<file path="src/core/irq_col_rssi_pkg.sv">
// Functional notes
// - Five source enables set, no-response clear after reset
// - Position bits nine, eight in enable register
// - Low eight position bits at 0x0E
// - Position register zero on reset, low byte zero with enable low
// - Position low byte clears after host read of 0x0E
// - Other protocols load error bit position
// - Oscillator stable flag after about 200 us
// - Aux strength B5-B3, main B2-B0, B7 zero
// - Swap option selects primary input for aux
// - Peak strength latched, held until transmit
// - Transmit start clears both strength values
// - Three-bit strength codes, seven steps
// - Amplitude command reports field while transmitter off
// - Status read clears flags and request line
// - Collision at seven pulses, six by option
package irq_col_rssi_pkg;

    // ****************************************
    // Register map
    // ****************************************
    localparam logic [4:0] ADDR_IRQ_STATUS = 5'h0c;
    localparam logic [4:0] ADDR_IRQ_ENABLE = 5'h0d;
    localparam logic [4:0] ADDR_COL_LOW = 5'h0e;
    localparam logic [4:0] ADDR_STRENGTH = 5'h0f;

    localparam logic [5:0] ENABLE_RESET = 6'h3e;
    localparam logic [7:0] COL_LOW_RESET = 8'h00;

    // Enable field positions
    localparam int EN_FIFO = 5;
    localparam int EN_CRC = 4;
    localparam int EN_PARITY = 3;
    localparam int EN_FRAMING = 2;
    localparam int EN_COLLISION = 1;
    localparam int EN_NORESP = 0;

    // ****************************************
    // Timing
    // ****************************************
    localparam int CLOCK_HZ = 50000000;
    localparam int OSC_SETTLE_US = 200;
    localparam int OSC_SETTLE_CYCLES = (OSC_SETTLE_US * (CLOCK_HZ / 1000000));

    localparam logic [2:0] COL_PULSES_DEFAULT = 3'h7;
    localparam logic [2:0] COL_PULSES_OPTION = 3'h6;

    // Register access from the host port
    typedef struct packed {
        logic rd;
        logic wr;
        logic [4:0] addr;
        logic [7:0] wdata;
    } host_req_s;

    // Receive-side events from the decoder
    typedef struct packed {
        logic tx_start;
        logic rx_active;
        logic amp_measure;
        logic [2:0] env_primary;
        logic [2:0] env_secondary;
        logic [2:0] rf_amplitude;
        logic err_valid;
        logic [9:0] err_pos;
        logic sub_pulse;
        logic bit_boundary;
        logic type_a_106k;
    } rx_event_s;

    typedef struct packed {
        logic fifo;
        logic crc;
        logic parity;
        logic framing;
        logic collision;
        logic noresp;
    } irq_src_s;

endpackage

</file>
<file path="src/core/irq_col_rssi_regs.sv">
`timescale 1ns/10ps
module irq_col_rssi_regs #(
    parameter int OSC_CYCLES = irq_col_rssi_pkg::OSC_SETTLE_CYCLES
) (
    input wire logic CLOCK, // Device clock
    input wire logic RESET, // Power-on reset, active high
    input wire logic ENABLE, // Enable pin, low clears position low byte, status and request
    input wire irq_col_rssi_pkg::host_req_s HOST_REQ, // Host access
    input wire irq_col_rssi_pkg::rx_event_s RX_EVT, // Receiver events
    input wire irq_col_rssi_pkg::irq_src_s IRQ_SRC, // Interrupt sources
    input wire logic SWAP_INPUTS, // Chip status control option B3
    input wire logic COL_SIX_PULSES, // Special function option B0
    output logic [7:0] RDATA, // Read data, one cycle after read
    output logic IRQ // Interrupt request line
);
    import irq_col_rssi_pkg::*;

    typedef struct packed {
        logic [5:0] enable;
        logic [9:0] col_pos;
        logic osc_ok;
        logic [31:0] osc_cnt;
        logic [2:0] aux_strength;
        logic [2:0] main_strength;
        logic [5:0] status;
        logic [2:0] pulse_cnt;
        logic [9:0] bit_idx;
        logic [7:0] rdata;
        logic irq;
    } state_s;

    state_s state_r;
    state_s state_nxt;

    logic [2:0] aux_in;
    logic [2:0] main_in;
    logic [2:0] pulse_limit;
    logic col_hit;
    logic [5:0] set_vec;

    always_comb begin
        state_nxt = state_r;
        // ****************************************
        // Strength channel selection
        // ****************************************
        if (RX_EVT.amp_measure) begin
            aux_in = RX_EVT.rf_amplitude;
            main_in = RX_EVT.rf_amplitude;
        end else if (SWAP_INPUTS) begin
            aux_in = RX_EVT.env_primary;
            main_in = RX_EVT.env_secondary;
        end else begin
            aux_in = RX_EVT.env_secondary;
            main_in = RX_EVT.env_primary;
        end
        // ****************************************
        // Collision detection at 106 kbps
        // ****************************************
        pulse_limit = COL_SIX_PULSES ? COL_PULSES_OPTION
                                     : COL_PULSES_DEFAULT;
        col_hit = 1'b0;
        if (RX_EVT.bit_boundary) begin
            state_nxt.pulse_cnt = 3'h0;
            state_nxt.bit_idx = state_r.bit_idx + 10'h001;
        end else if (RX_EVT.sub_pulse && RX_EVT.rx_active) begin
            if (state_r.pulse_cnt != 3'h7) begin
                state_nxt.pulse_cnt = state_r.pulse_cnt + 3'h1;
            end
            // Hit fires once, on the pulse that reaches the limit
            col_hit = RX_EVT.type_a_106k &&
                      (state_r.pulse_cnt + 3'h1 == pulse_limit);
        end
        if (RX_EVT.tx_start) begin
            state_nxt.bit_idx = 10'h000;
            state_nxt.pulse_cnt = 3'h0;
            state_nxt.aux_strength = 3'h0;
            state_nxt.main_strength = 3'h0;
        end else if (RX_EVT.rx_active || RX_EVT.amp_measure) begin
            // Peak hold keeps the value readable after the packet
            if (aux_in > state_r.aux_strength) begin
                state_nxt.aux_strength = aux_in;
            end
            if (main_in > state_r.main_strength) begin
                state_nxt.main_strength = main_in;
            end
        end
        // ****************************************
        // Oscillator settle timer
        // ****************************************
        if (!state_r.osc_ok) begin
            if (state_r.osc_cnt >= 32'(OSC_CYCLES - 1)) begin
                state_nxt.osc_ok = 1'b1;
            end else begin
                state_nxt.osc_cnt = state_r.osc_cnt + 32'h1;
            end
        end
        // ****************************************
        // Host access
        // ****************************************
        state_nxt.rdata = 8'h00;
        if (HOST_REQ.wr && HOST_REQ.addr == ADDR_IRQ_ENABLE) begin
            state_nxt.enable = HOST_REQ.wdata[5:0];
        end
        if (HOST_REQ.rd) begin
            case (HOST_REQ.addr)
                ADDR_IRQ_STATUS: begin
                    state_nxt.rdata = {2'h0, state_r.status};
                    state_nxt.status = 6'h00;
                end
                ADDR_IRQ_ENABLE: begin
                    state_nxt.rdata = {state_r.col_pos[9:8],
                                       state_r.enable};
                end
                ADDR_COL_LOW: begin
                    state_nxt.rdata = state_r.col_pos[7:0];
                    state_nxt.col_pos[7:0] = COL_LOW_RESET;
                end
                ADDR_STRENGTH: begin
                    state_nxt.rdata = {1'b0, state_r.osc_ok,
                                       state_r.aux_strength,
                                       state_r.main_strength};
                end
                default: begin
                    state_nxt.rdata = 8'h00;
                end
            endcase
        end
        // Events land after the read-clear so a same-cycle event survives
        if (col_hit) begin
            state_nxt.col_pos = state_r.bit_idx;
        end else if (RX_EVT.err_valid && !RX_EVT.type_a_106k) begin
            state_nxt.col_pos = RX_EVT.err_pos;
        end
        set_vec = {IRQ_SRC.fifo, IRQ_SRC.crc, IRQ_SRC.parity,
                   IRQ_SRC.framing, IRQ_SRC.collision | col_hit,
                   IRQ_SRC.noresp};
        state_nxt.status = state_nxt.status | set_vec;
        // Only enabled sources drive the line
        state_nxt.irq = |(state_nxt.status & state_r.enable);
        if (!ENABLE) begin
            state_nxt.col_pos[7:0] = COL_LOW_RESET;
            state_nxt.status = 6'h00;
            state_nxt.irq = 1'b0;
        end
    end

    always_ff @(posedge CLOCK or posedge RESET) begin
        if (RESET) begin
            state_r <= '0;
            state_r.enable <= ENABLE_RESET;
            state_r.col_pos <= 10'h000;
        end else begin
            state_r <= state_nxt;
        end
    end

    assign RDATA = state_r.rdata;
    assign IRQ = state_r.irq;

endmodule

</file>
<file path="config.mk">
export PLATFORM = sky130hd
export DESIGN_NAME = irq_col_rssi_regs
export DESIGN_NICKNAME = d
export VERILOG_FILES = /design/src/core/irq_col_rssi_pkg.sv /design/src/core/irq_col_rssi_regs.sv
export SDC_FILE = /design/constraint.sdc
export NUM_CORES = 1
export LEC_CHECK = 0
export ABC_AREA = 0
export BUFFER_PORTS_ARGS = -buffer_cell sky130_fd_sc_hd__buf_2
export CAP_MARGIN = 10
export CORE_MARGIN = 2
export CORE_UTILIZATION = 50
export DETAILED_ROUTE_END_ITERATION = 10
export HOLD_SLACK_MARGIN = 0.05
export PLACE_DENSITY = 0.73
export SYNTH_ARGS = -nofsm -noshare
export SYNTH_HDL_FRONTEND = slang
export SYNTH_SLANG_ARGS = --single-unit
</file>
<file path="constraint.sdc">
create_clock -name CLOCK -period 2.6 [get_ports CLOCK]
set_input_delay 0.13 -clock CLOCK [delete_from_list [all_inputs] [get_ports CLOCK]]
set_output_delay 0.13 -clock CLOCK [all_outputs]
set_load 0.005 [all_outputs]
</file>
# Yosys cells after proc, flatten, opt, wreduce, memory -nomap -nowiden
# Cells that the tools add are included.
dict set report op_classes {
  addsub 3
  mul 0
  div_mod_pow 0
  magnitude_cmp 3
  n_eq_ne 8
  n_shift 0
  mux 30
  bitwise_logic 5
  n_reduce_logical 19
}
# op count
set ops {}
lappend ops {{$mux 33} 1}
lappend ops {{$add 32x1->32 const B} 1}
lappend ops {{$ge 32x14->1 const B} 1}
lappend ops {{$mux 32} 1}
lappend ops {{$mux 8} 4}
lappend ops {{$pmux 8 s4} 1}
lappend ops {{$mux 10} 3}
lappend ops {{$mux 6} 5}
lappend ops {{$mux 3} 9}
lappend ops {{$eq 5x4->1 const B} 4}
lappend ops {{$mux 13} 1}
lappend ops {{$add 10x1->10 const B} 1}
lappend ops {{$reduce_and 2->1} 5}
lappend ops {{$reduce_bool 2->1} 5}
lappend ops {{$ne 4x1->1 const B} 2}
lappend ops {{$and 6x6->6} 1}
lappend ops {{$gt 3x3->1} 2}
lappend ops {{$or 6x6->6} 1}
lappend ops {{$reduce_bool 3->1} 2}
lappend ops {{$reduce_or 6->1} 1}
lappend ops {{$mux 1} 5}
lappend ops {{$logic_and 1x1->1} 4}
lappend ops {{$add 3x1->3 const B} 1}
lappend ops {{$eq 3x3->1} 1}
lappend ops {{5 further kinds} 6}
dict set report word_totals {
  regBits 83
  latch_bits 0
  mem_bits_rw 0
  romBits 0
  inputBits 52
  output_inout_bits 9
  memories 0
}

# Depth between registers and ports, before layout
# Gate-level depths: netlist of run 1.
dict set report logic_depth {
  word_depth 10
  depth_mapped 10
  ltp_nobuf 9
}

# Worst setup path before layout of run 1
# No wires, ideal clock.
dict set report synth_path {
  path_type {in2reg}
  startpoint {input SWAP_INPUTS}
  endpoint {register state_r[28] in the netlist's numbering}
  arrival_ps 1920
  required_time_ps 2475
  setup_slack_ps 555
  path_stages 9
  cell_sequence {clkbuf_1 mux2_2 o21ai_0 ha_1 nor2b_1 o21ai_0 nand2b_1 a21oi_1 mux2_2}
}
dict set report synth_between {
  elab_chain_cells 5
  word_cells_on_any_way 8
  cone_classes {order compare: 1; mux: 5; reduce/logical: 2}
}
# element line_no
set synth_rtl {}
lappend synth_rtl {{start: declaration} irq_col_rssi_regs.sv:11} ;# input wire logic SWAP_INPUTS,
lappend synth_rtl {{$mux 3 *} irq_col_rssi_regs.sv:49} ;# end else if (SWAP_INPUTS) begin
lappend synth_rtl {{$mux 3 *} irq_col_rssi_regs.sv:46} ;# if (RX_EVT.amp_measure) begin
lappend synth_rtl {{$gt 3x3->1 or $mux 3 (tied branches)} irq_col_rssi_regs.sv:83} ;# if (main_in > state_r.main_strength) begin
lappend synth_rtl {{$reduce_bool 2->1 (no line) or $mux 6 (tied branches)} -}
lappend synth_rtl {{$reduce_and 2->1 (no line) or $mux 6 (tied branches)} -}
lappend synth_rtl {{end signal: assignment} irq_col_rssi_regs.sv:153} ;# state_r <= state_nxt;
lappend synth_rtl {{end: declaration} irq_col_rssi_regs.sv:32} ;# state_s state_r;
# Mark *: on every way between the ends. The rest lies on a longest branch, timed or not. The select of a mux whose other input is x is not followed.
# A chain may end at the register's enable or synchronous reset.

# Worst setup path in the final report of run 1
dict set report layout_path {
  startpoint {register state_r[19] in the netlist's numbering}
  endpoint {register state_r[69] in the netlist's numbering}
}
dict set report layout_between {
  elab_chain_cells 7
  word_cells_on_any_way 10
  cone_classes {add/sub: 1; eq/ne: 3; mux: 4; reduce/logical: 2}
}
# element line_no
set layout_rtl {}
lappend layout_rtl {{$add 3x1->3 *} irq_col_rssi_regs.sv:71} ;# (state_r.pulse_cnt + 3'h1 == pulse_limit);
lappend layout_rtl {{$eq 3x3->1 *} irq_col_rssi_regs.sv:71}
lappend layout_rtl {{$logic_and 1x1->1 *} irq_col_rssi_regs.sv:70} ;# col_hit = RX_EVT.type_a_106k &&
lappend layout_rtl {{$mux 1 *} irq_col_rssi_regs.sv:65} ;# end else if (RX_EVT.sub_pulse && RX_EVT.rx_active) begin
lappend layout_rtl {{$mux 1 *} irq_col_rssi_regs.sv:62} ;# if (RX_EVT.bit_boundary) begin
lappend layout_rtl {{$ne 4x1->1 (no line) or $mux 10 (tied branches)} -}
lappend layout_rtl {{$reduce_and 2->1 (no line) or $mux 8 (tied branches)} -}
# Mark *: on every way between the ends. The rest lies on a longest branch, timed or not.

==> impl_metrics.env, run 1 <==
export IMPL_port_buffers=58
export IMPL_run_status="complete, no violations"
export IMPL_p_leak_nw=2.12
export IMPL_yosys_warnings=0
export IMPL_maxCapViolCount=0
export IMPL_fin_setup_tns_ns=0
export IMPL_synth_top_family_by_area="simple AND/OR/NAND/NOR gates"
export IMPL_initial_core_util=0.513
export IMPL_multi_input_area_mm2=0.00163
export IMPL_cts_setup_buffers=0
export IMPL_crit_path_start_kind="register"
export IMPL_hpwl_um=5480
export IMPL_dr_pass1_iters=4
export IMPL_critical_path_most_common_cell="ha_1"
export IMPL_stdcell_count=520
export IMPL_p_int_mw=2.13
export IMPL_drt_iter0_drc=161
export IMPL_syn_nets=425
export IMPL_critical_path_cell_chain="ha_1, ha_1, nand4b_1, nor3_2, buf_4, a2111oi_4, o2bb2ai_1"
export IMPL_routabilityCongestion=0.835
export IMPL_ant_nets=0
export IMPL_rsz0062_at_grt="no"
export IMPL_clkTransAtPathRegs_ns=0.08
export IMPL_cp_slowest_stage_delay_ns=0.55
export IMPL_num_vias=2780
export IMPL_slew_violations=0
export IMPL_num_io_pins=61
export IMPL_hold_buffers=16
export IMPL_setup_ws_ns=0.522
export IMPL_post_cts_resize_count=0
export IMPL_rr_startpoint="state_r[19]"
export IMPL_ff2ff_path_depth=7
export IMPL_syn_cell_area_mm2=0.00395
export IMPL_num_rows=32
export IMPL_muxShareOfSynthArea=0.0780
export IMPL_cp_top_family="compound AO/OA/AOI/OAI gates"
export IMPL_synth_area_per_cell_um2=10.9
export IMPL_grt_pass1_wl_um=13200
export IMPL_final_nets=475
export IMPL_synth_ff_type="dfrtp_1"
export IMPL_sw_frac_of_total=0.241
export IMPL_dp_cells=488
export IMPL_powerDensity_mw_per_mm2=607
export IMPL_register_area_mm2=0.00208
export IMPL_synth_edf_count=0
export IMPL_p_clk_frac=0.378
export IMPL_worst_setup_path_end_kind="register"
export IMPL_hold_depth=2
export IMPL_power_switching_uw=676
export IMPL_overflow=0
export IMPL_synthAdderAreaFrac=0.0317
export IMPL_die_width_um=92.8
export IMPL_fill_cells=642
export IMPL_grt_max_degree=46
export IMPL_post_place_ws_ns=0.448
export IMPL_synth_compound_area_frac=0.111
export IMPL_final_common_cell="dfrtp_1"
export IMPL_cts_sinks=83
export IMPL_cts_htree_levels=3
export IMPL_arrival_ns=2.36
export IMPL_critical_path_max_fanout=13
export IMPL_cp_required_ns=2.88
export IMPL_clk_path_buf_depth=2
export IMPL_grt_pass1_vias=2785
export IMPL_hold_path_startpoint="ENABLE"
export IMPL_seqPwrFrac=0.502
export IMPL_die_y_um=92.8
export IMPL_cts_tree="yes"
export IMPL_core_mm2=0.00769
export IMPL_finalCoreUtilization=0.601
export IMPL_max_slew_margin=0.503
export IMPL_min_to="IRQ"
export IMPL_wl_per_cell_um=15.0
export IMPL_postSynth_asyncResetShare=1.00
export IMPL_hold_viol=0
export IMPL_syn_to_final_growth_pct=17.1
export IMPL_synth_xor_area_share=0.0466
export IMPL_mostFrequentLayoutCells="dfrtp_1, buf_2, nor2_1"
export IMPL_ir_worst_vdd_uv=247
export IMPL_clock_root_buffer="clkbuf_8"
export IMPL_insertedDiodeCount=0
export IMPL_clk_latency_ns=0.36
export IMPL_hp_class="input port to register"
export IMPL_crit_slowest_cell="a2111oi_4"
export IMPL_drive_gt1_frac=0.268
export IMPL_r2r_slack_ns=0.52
export IMPL_pwr_share_comb=0.119
export IMPL_antenna_found_initial=0
export IMPL_clock_skew_ns=0.00792
export IMPL_fmax_mhz=481
export IMPL_crit_type="register to register"
export IMPL_path_buf_inv=1
export IMPL_grtUsageTotal=0.198
export IMPL_drt_total_wl_um=7780
export IMPL_synth_simple_gate_area_frac=0.147
export IMPL_dieArea_mm2=0.00862
export IMPL_ys_seq_area_frac=0.528
export IMPL_fin_crit_ns=2.08
export IMPL_numCtsBuffers=9
export IMPL_avgViaCountPerCell=5.35
export IMPL_synth_seq_cells=83
export IMPL_finalSetupViolCount=0
export IMPL_ys_types=43
export IMPL_finalCritPeriodShare=0.799
export IMPL_drc=0
export IMPL_synthCells=363
export IMPL_tightest_slew_ns=0.745
export IMPL_timing_rr_end="state_r[69]"
## per-layer routing
| metal | vias up | track usage | wire, um |
|---|---|---|---|
| met5 | - | 0 | 0 |
| met4 | 0 | 0.0735 | 159 |
| met3 | 15 | 0.0464 | 414 |
| met2 | 86 | 0.295 | 3510 |
| met1 | 1318 | 0.284 | 3690 |
| li1 | 1361 | - | - |
## area by class of cell
class	count	area share
Tap cell	102	0.0276
Sequential cell	83	0.451
Inverter	10	0.00839
Clock buffer	11	0.0328
Timing Repair Buffer	81	0.109
Multi-Input combinational cell	228	0.353
Clock inverter	5	0.0181
## cells in the mapped netlist (3+ instances only)
cell,count,area share
a211oi_1,4,0.0076
nand4_1,10,0.016
buf_2,3,0.0038
o2bb2ai_1,8,0.018
nand2_1,16,0.015
xor2_1,7,0.016
and2_1,3,0.0048
and3_1,5,0.0079
nor3_1,8,0.010
nand2b_1,3,0.0048
mux2_2,16,0.046
nor2b_1,13,0.021
mux4_2,3,0.017
nor3_2,3,0.0076
dfrtp_1,78,0.49
o21ai_0,14,0.018
nor4_1,5,0.0079
nor2_1,27,0.026
a22oi_1,11,0.021
clkbuf_1,29,0.028
ha_1,10,0.032
or3_1,3,0.0048
buf_4,8,0.015
mux2i_1,6,0.015
inv_1,10,0.0095
a31oi_1,3,0.0048
nand3_1,10,0.013
xnor2_1,14,0.031
a21oi_1,12,0.015
dfstp_2,5,0.033
## cells by family (layout without fill, tap and decap cells)
logic type,Yosys count,in the layout
mux,25,25
simple gates,110,110
buf+inv,52,107
compound gates,62,62
xor+xnor,21,21
fa+ha+maj,10,10
flops,83,83
## power groups by stage
stage          clock, mW  combinational (mW)  sequential (mW)
6_report            1.06               0.334             1.41
5_1_grt             1.14               0.379             1.42
4_1_cts             1.08               0.336             1.41
3_5_place_dp           0               0.316             1.43
3_3_place_gp           0               0.306             1.43
2_1_floorplan          0               0.221             1.41
## flip-flops by register name, indices dropped and copies added, names as in the netlist
| name | cells |
|---|---|
| RDATA | 8 |
| IRQ | 1 |
| state_r | 74 |
## how the worst max path moves through the flow
stage | from | endpoint | slack, ns | cells after the start
4_1_cts | state_r[19] | state_r[69] | 0.51 | 7
2_1_floorplan | RESET | IRQ | 0.34 | 1
6_report | state_r[19] | state_r[69] | 0.52 | 7
5_1_grt | state_r[19] | state_r[67] | 0.37 | 7
3_3_place_gp | SWAP_INPUTS | state_r[30] | 0.51 | 9
3_5_place_dp | SWAP_INPUTS | state_r[33] | 0.45 | 10
## through the flow
stage                     hold WS (ns)  area (um2)  total power [mW]
after detailed placement         0.285        4230              1.75
after floorplan                  0.252        3950              1.64
after CTS                       0.0605        4620              2.82
after global routing            0.0583        4620              2.93
final                           0.0829        4620              2.80
after global placement           0.282        4230              1.73
No activity file was read; power rests on OpenSTA's default activity.
==> run 2, diff against run 1 <==
- PLACE_DENSITY: 0.73 -> 0.75
- clock period: 2.6 -> 1.8 ns (I/O delays scaled with it)
==> impl_metrics.env, run 2 (same netlist as run 1, synthesis figures left out) <==
export IMPL_cts_tree="yes"
export IMPL_finalSetupViolCount=9
export IMPL_setup_ws_ns=-0.0227
export IMPL_path_buf_inv=2
export IMPL_post_place_ws_ns=-0.199
export IMPL_powerDensity_mw_per_mm2=783
export IMPL_critical_path_max_fanout=4
export IMPL_clkTransAtPathRegs_ns=0.08
export IMPL_rr_startpoint="state_r[20]"
export IMPL_hold_path_startpoint="RX_EVT[4]"
export IMPL_drt_iter0_drc=216
export IMPL_grtUsageTotal=0.214
export IMPL_worst_setup_path_end_kind="register"
export IMPL_fmax_mhz=549
export IMPL_die_width_um=92.8
export IMPL_dieArea_mm2=0.00862
export IMPL_wl_per_cell_um=15.3
export IMPL_overflow=0
export IMPL_numCtsBuffers=9
export IMPL_cts_sinks=83
export IMPL_drive_gt1_frac=0.359
export IMPL_mostFrequentLayoutCells="dfrtp_1, buf_2, buf_4, nor2_1, dlygate4sd3_1"
export IMPL_crit_type="register to register"
export IMPL_final_common_cell="dfrtp_1"
export IMPL_arrival_ns=2.09
export IMPL_cp_top_family="adder cells"
export IMPL_initial_core_util=0.513
export IMPL_rsz0062_at_grt="yes"
export IMPL_fin_crit_ns=1.82
export IMPL_num_io_pins=61
export IMPL_clock_skew_ns=0.0126
export IMPL_core_mm2=0.00769
export IMPL_drc=0
export IMPL_slew_violations=0
export IMPL_num_rows=32
export IMPL_final_nets=512
export IMPL_cp_slowest_stage_delay_ns=0.40
export IMPL_cp_required_ns=2.07
export IMPL_grt_max_degree=26
export IMPL_syn_to_final_growth_pct=28.9
export IMPL_critical_path_cell_chain="ha_2, ha_4, nand4b_1, nor3_4, buf_6, a2111oi_4, buf_4, o2bb2ai_2"
export IMPL_grt_pass1_vias=2834
export IMPL_hold_viol=0
export IMPL_finalCritPeriodShare=1.01
export IMPL_avgViaCountPerCell=5.38
export IMPL_crit_start="state_r[20]"
export IMPL_crit_path_start_kind="register"
export IMPL_dp_cells=516
export IMPL_grt_pass1_wl_um=14200
export IMPL_largest_reg_flops=74
export IMPL_routabilityCongestion=0.874
export IMPL_drt_total_wl_um=8490
export IMPL_antenna_found_initial=0
export IMPL_crit_slowest_cell="dfrtp_1"
export IMPL_hp_class="input port to register"
export IMPL_num_vias=2994
export IMPL_stdcell_count=556
export IMPL_placed_area_mm2=0.00446
export IMPL_run_status="finished with violations"
export IMPL_port_buffers=58
export IMPL_p_leak_nw=2.34
export IMPL_fin_setup_tns_ns=-0.146
export IMPL_cts_htree_levels=3
export IMPL_ant_nets=0
export IMPL_maxCapViolCount=0
export IMPL_regMostFlops="state_r"
export IMPL_dr_pass1_iters=4
export IMPL_violations="negative setup slack"
export IMPL_finalCoreUtilization=0.661
export IMPL_tightest_slew_ns=0.585
export IMPL_clk_path_buf_depth=2
export IMPL_stdcell_area_mm2=0.00508
export IMPL_insertedDiodeCount=0
export IMPL_max_slew_margin=0.609
export IMPL_clock_root_buffer="clkbuf_8"
export IMPL_ir_worst_vdd_uv=348
export IMPL_die_y_um=92.8
export IMPL_hpwl_um=5760
export IMPL_clk_latency_ns=0.36
-- run 2: layer usage --
metal,routed length (um),GRT usage
met1,3950,0.309
met2,3890,0.307
met3,410,0.0448
met4,243,0.103
met5,0,0
-- run 2: worst paths after layout --
kind	to	slack [ns]	cells after the start
max	state_r[71]	-0.02	8
min	state_r[68]	0.08	3
max reg2reg	state_r[71]	-0.02	8
min reg2reg	state_r[65]	0.38	0
max in group asynchronous	state_r[48]	0.80	4
min in group asynchronous	state_r[10]	0.34	3
-- run 2: timing repair --
action,in CTS,in global routing
pin swaps,7,15
buffers inserted,6,5
resized for setup,12,26
hold buffers,18,0
endpoints found under the hold margin,36,0
setup endpoints to repair,13,28
-- run 2: worst register-to-register path: stages, from the launching register on --
cell	delay [ns]
dfrtp_1	0.40
ha_2	0.20
ha_4	0.23
nand4b_1	0.13
nor3_4	0.06
buf_6	0.13
a2111oi_4	0.29
buf_4	0.20
o2bb2ai_2	0.10
-- run 2: final cells by class --
type	instances	area [um2]
Fill cell	572	2600
Sequential cell	83	2080
Multi-Input combinational cell	228	1800
Timing Repair Buffer	118	833
Clock buffer	10	138
Tap cell	102	128
Clock inverter	5	63.8
Inverter	10	41.3
-- run 2: power breakdown --
| part | leakage [nW] | internal (mW) | switching [mW] | total [mW] |
|---|---|---|---|---|
| sequential | 1.10 | 1.97 | 0.0717 | 2.04 |
| combinational | 1.14 | 0.320 | 0.287 | 0.607 |
| clock | 0.0985 | 0.678 | 0.659 | 1.34 |
| total | 2.34 | 2.96 | 1.02 | 3.98 |
-- run 2: metrics by stage --
step           power [mW]  hold WS, ns
4_1_cts              3.93       0.0630
3_3_place_gp         2.56        0.181
2_1_floorplan        2.37        0.212
6_report             3.98       0.0807
3_5_place_dp         2.58        0.180
5_1_grt              4.18       0.0727
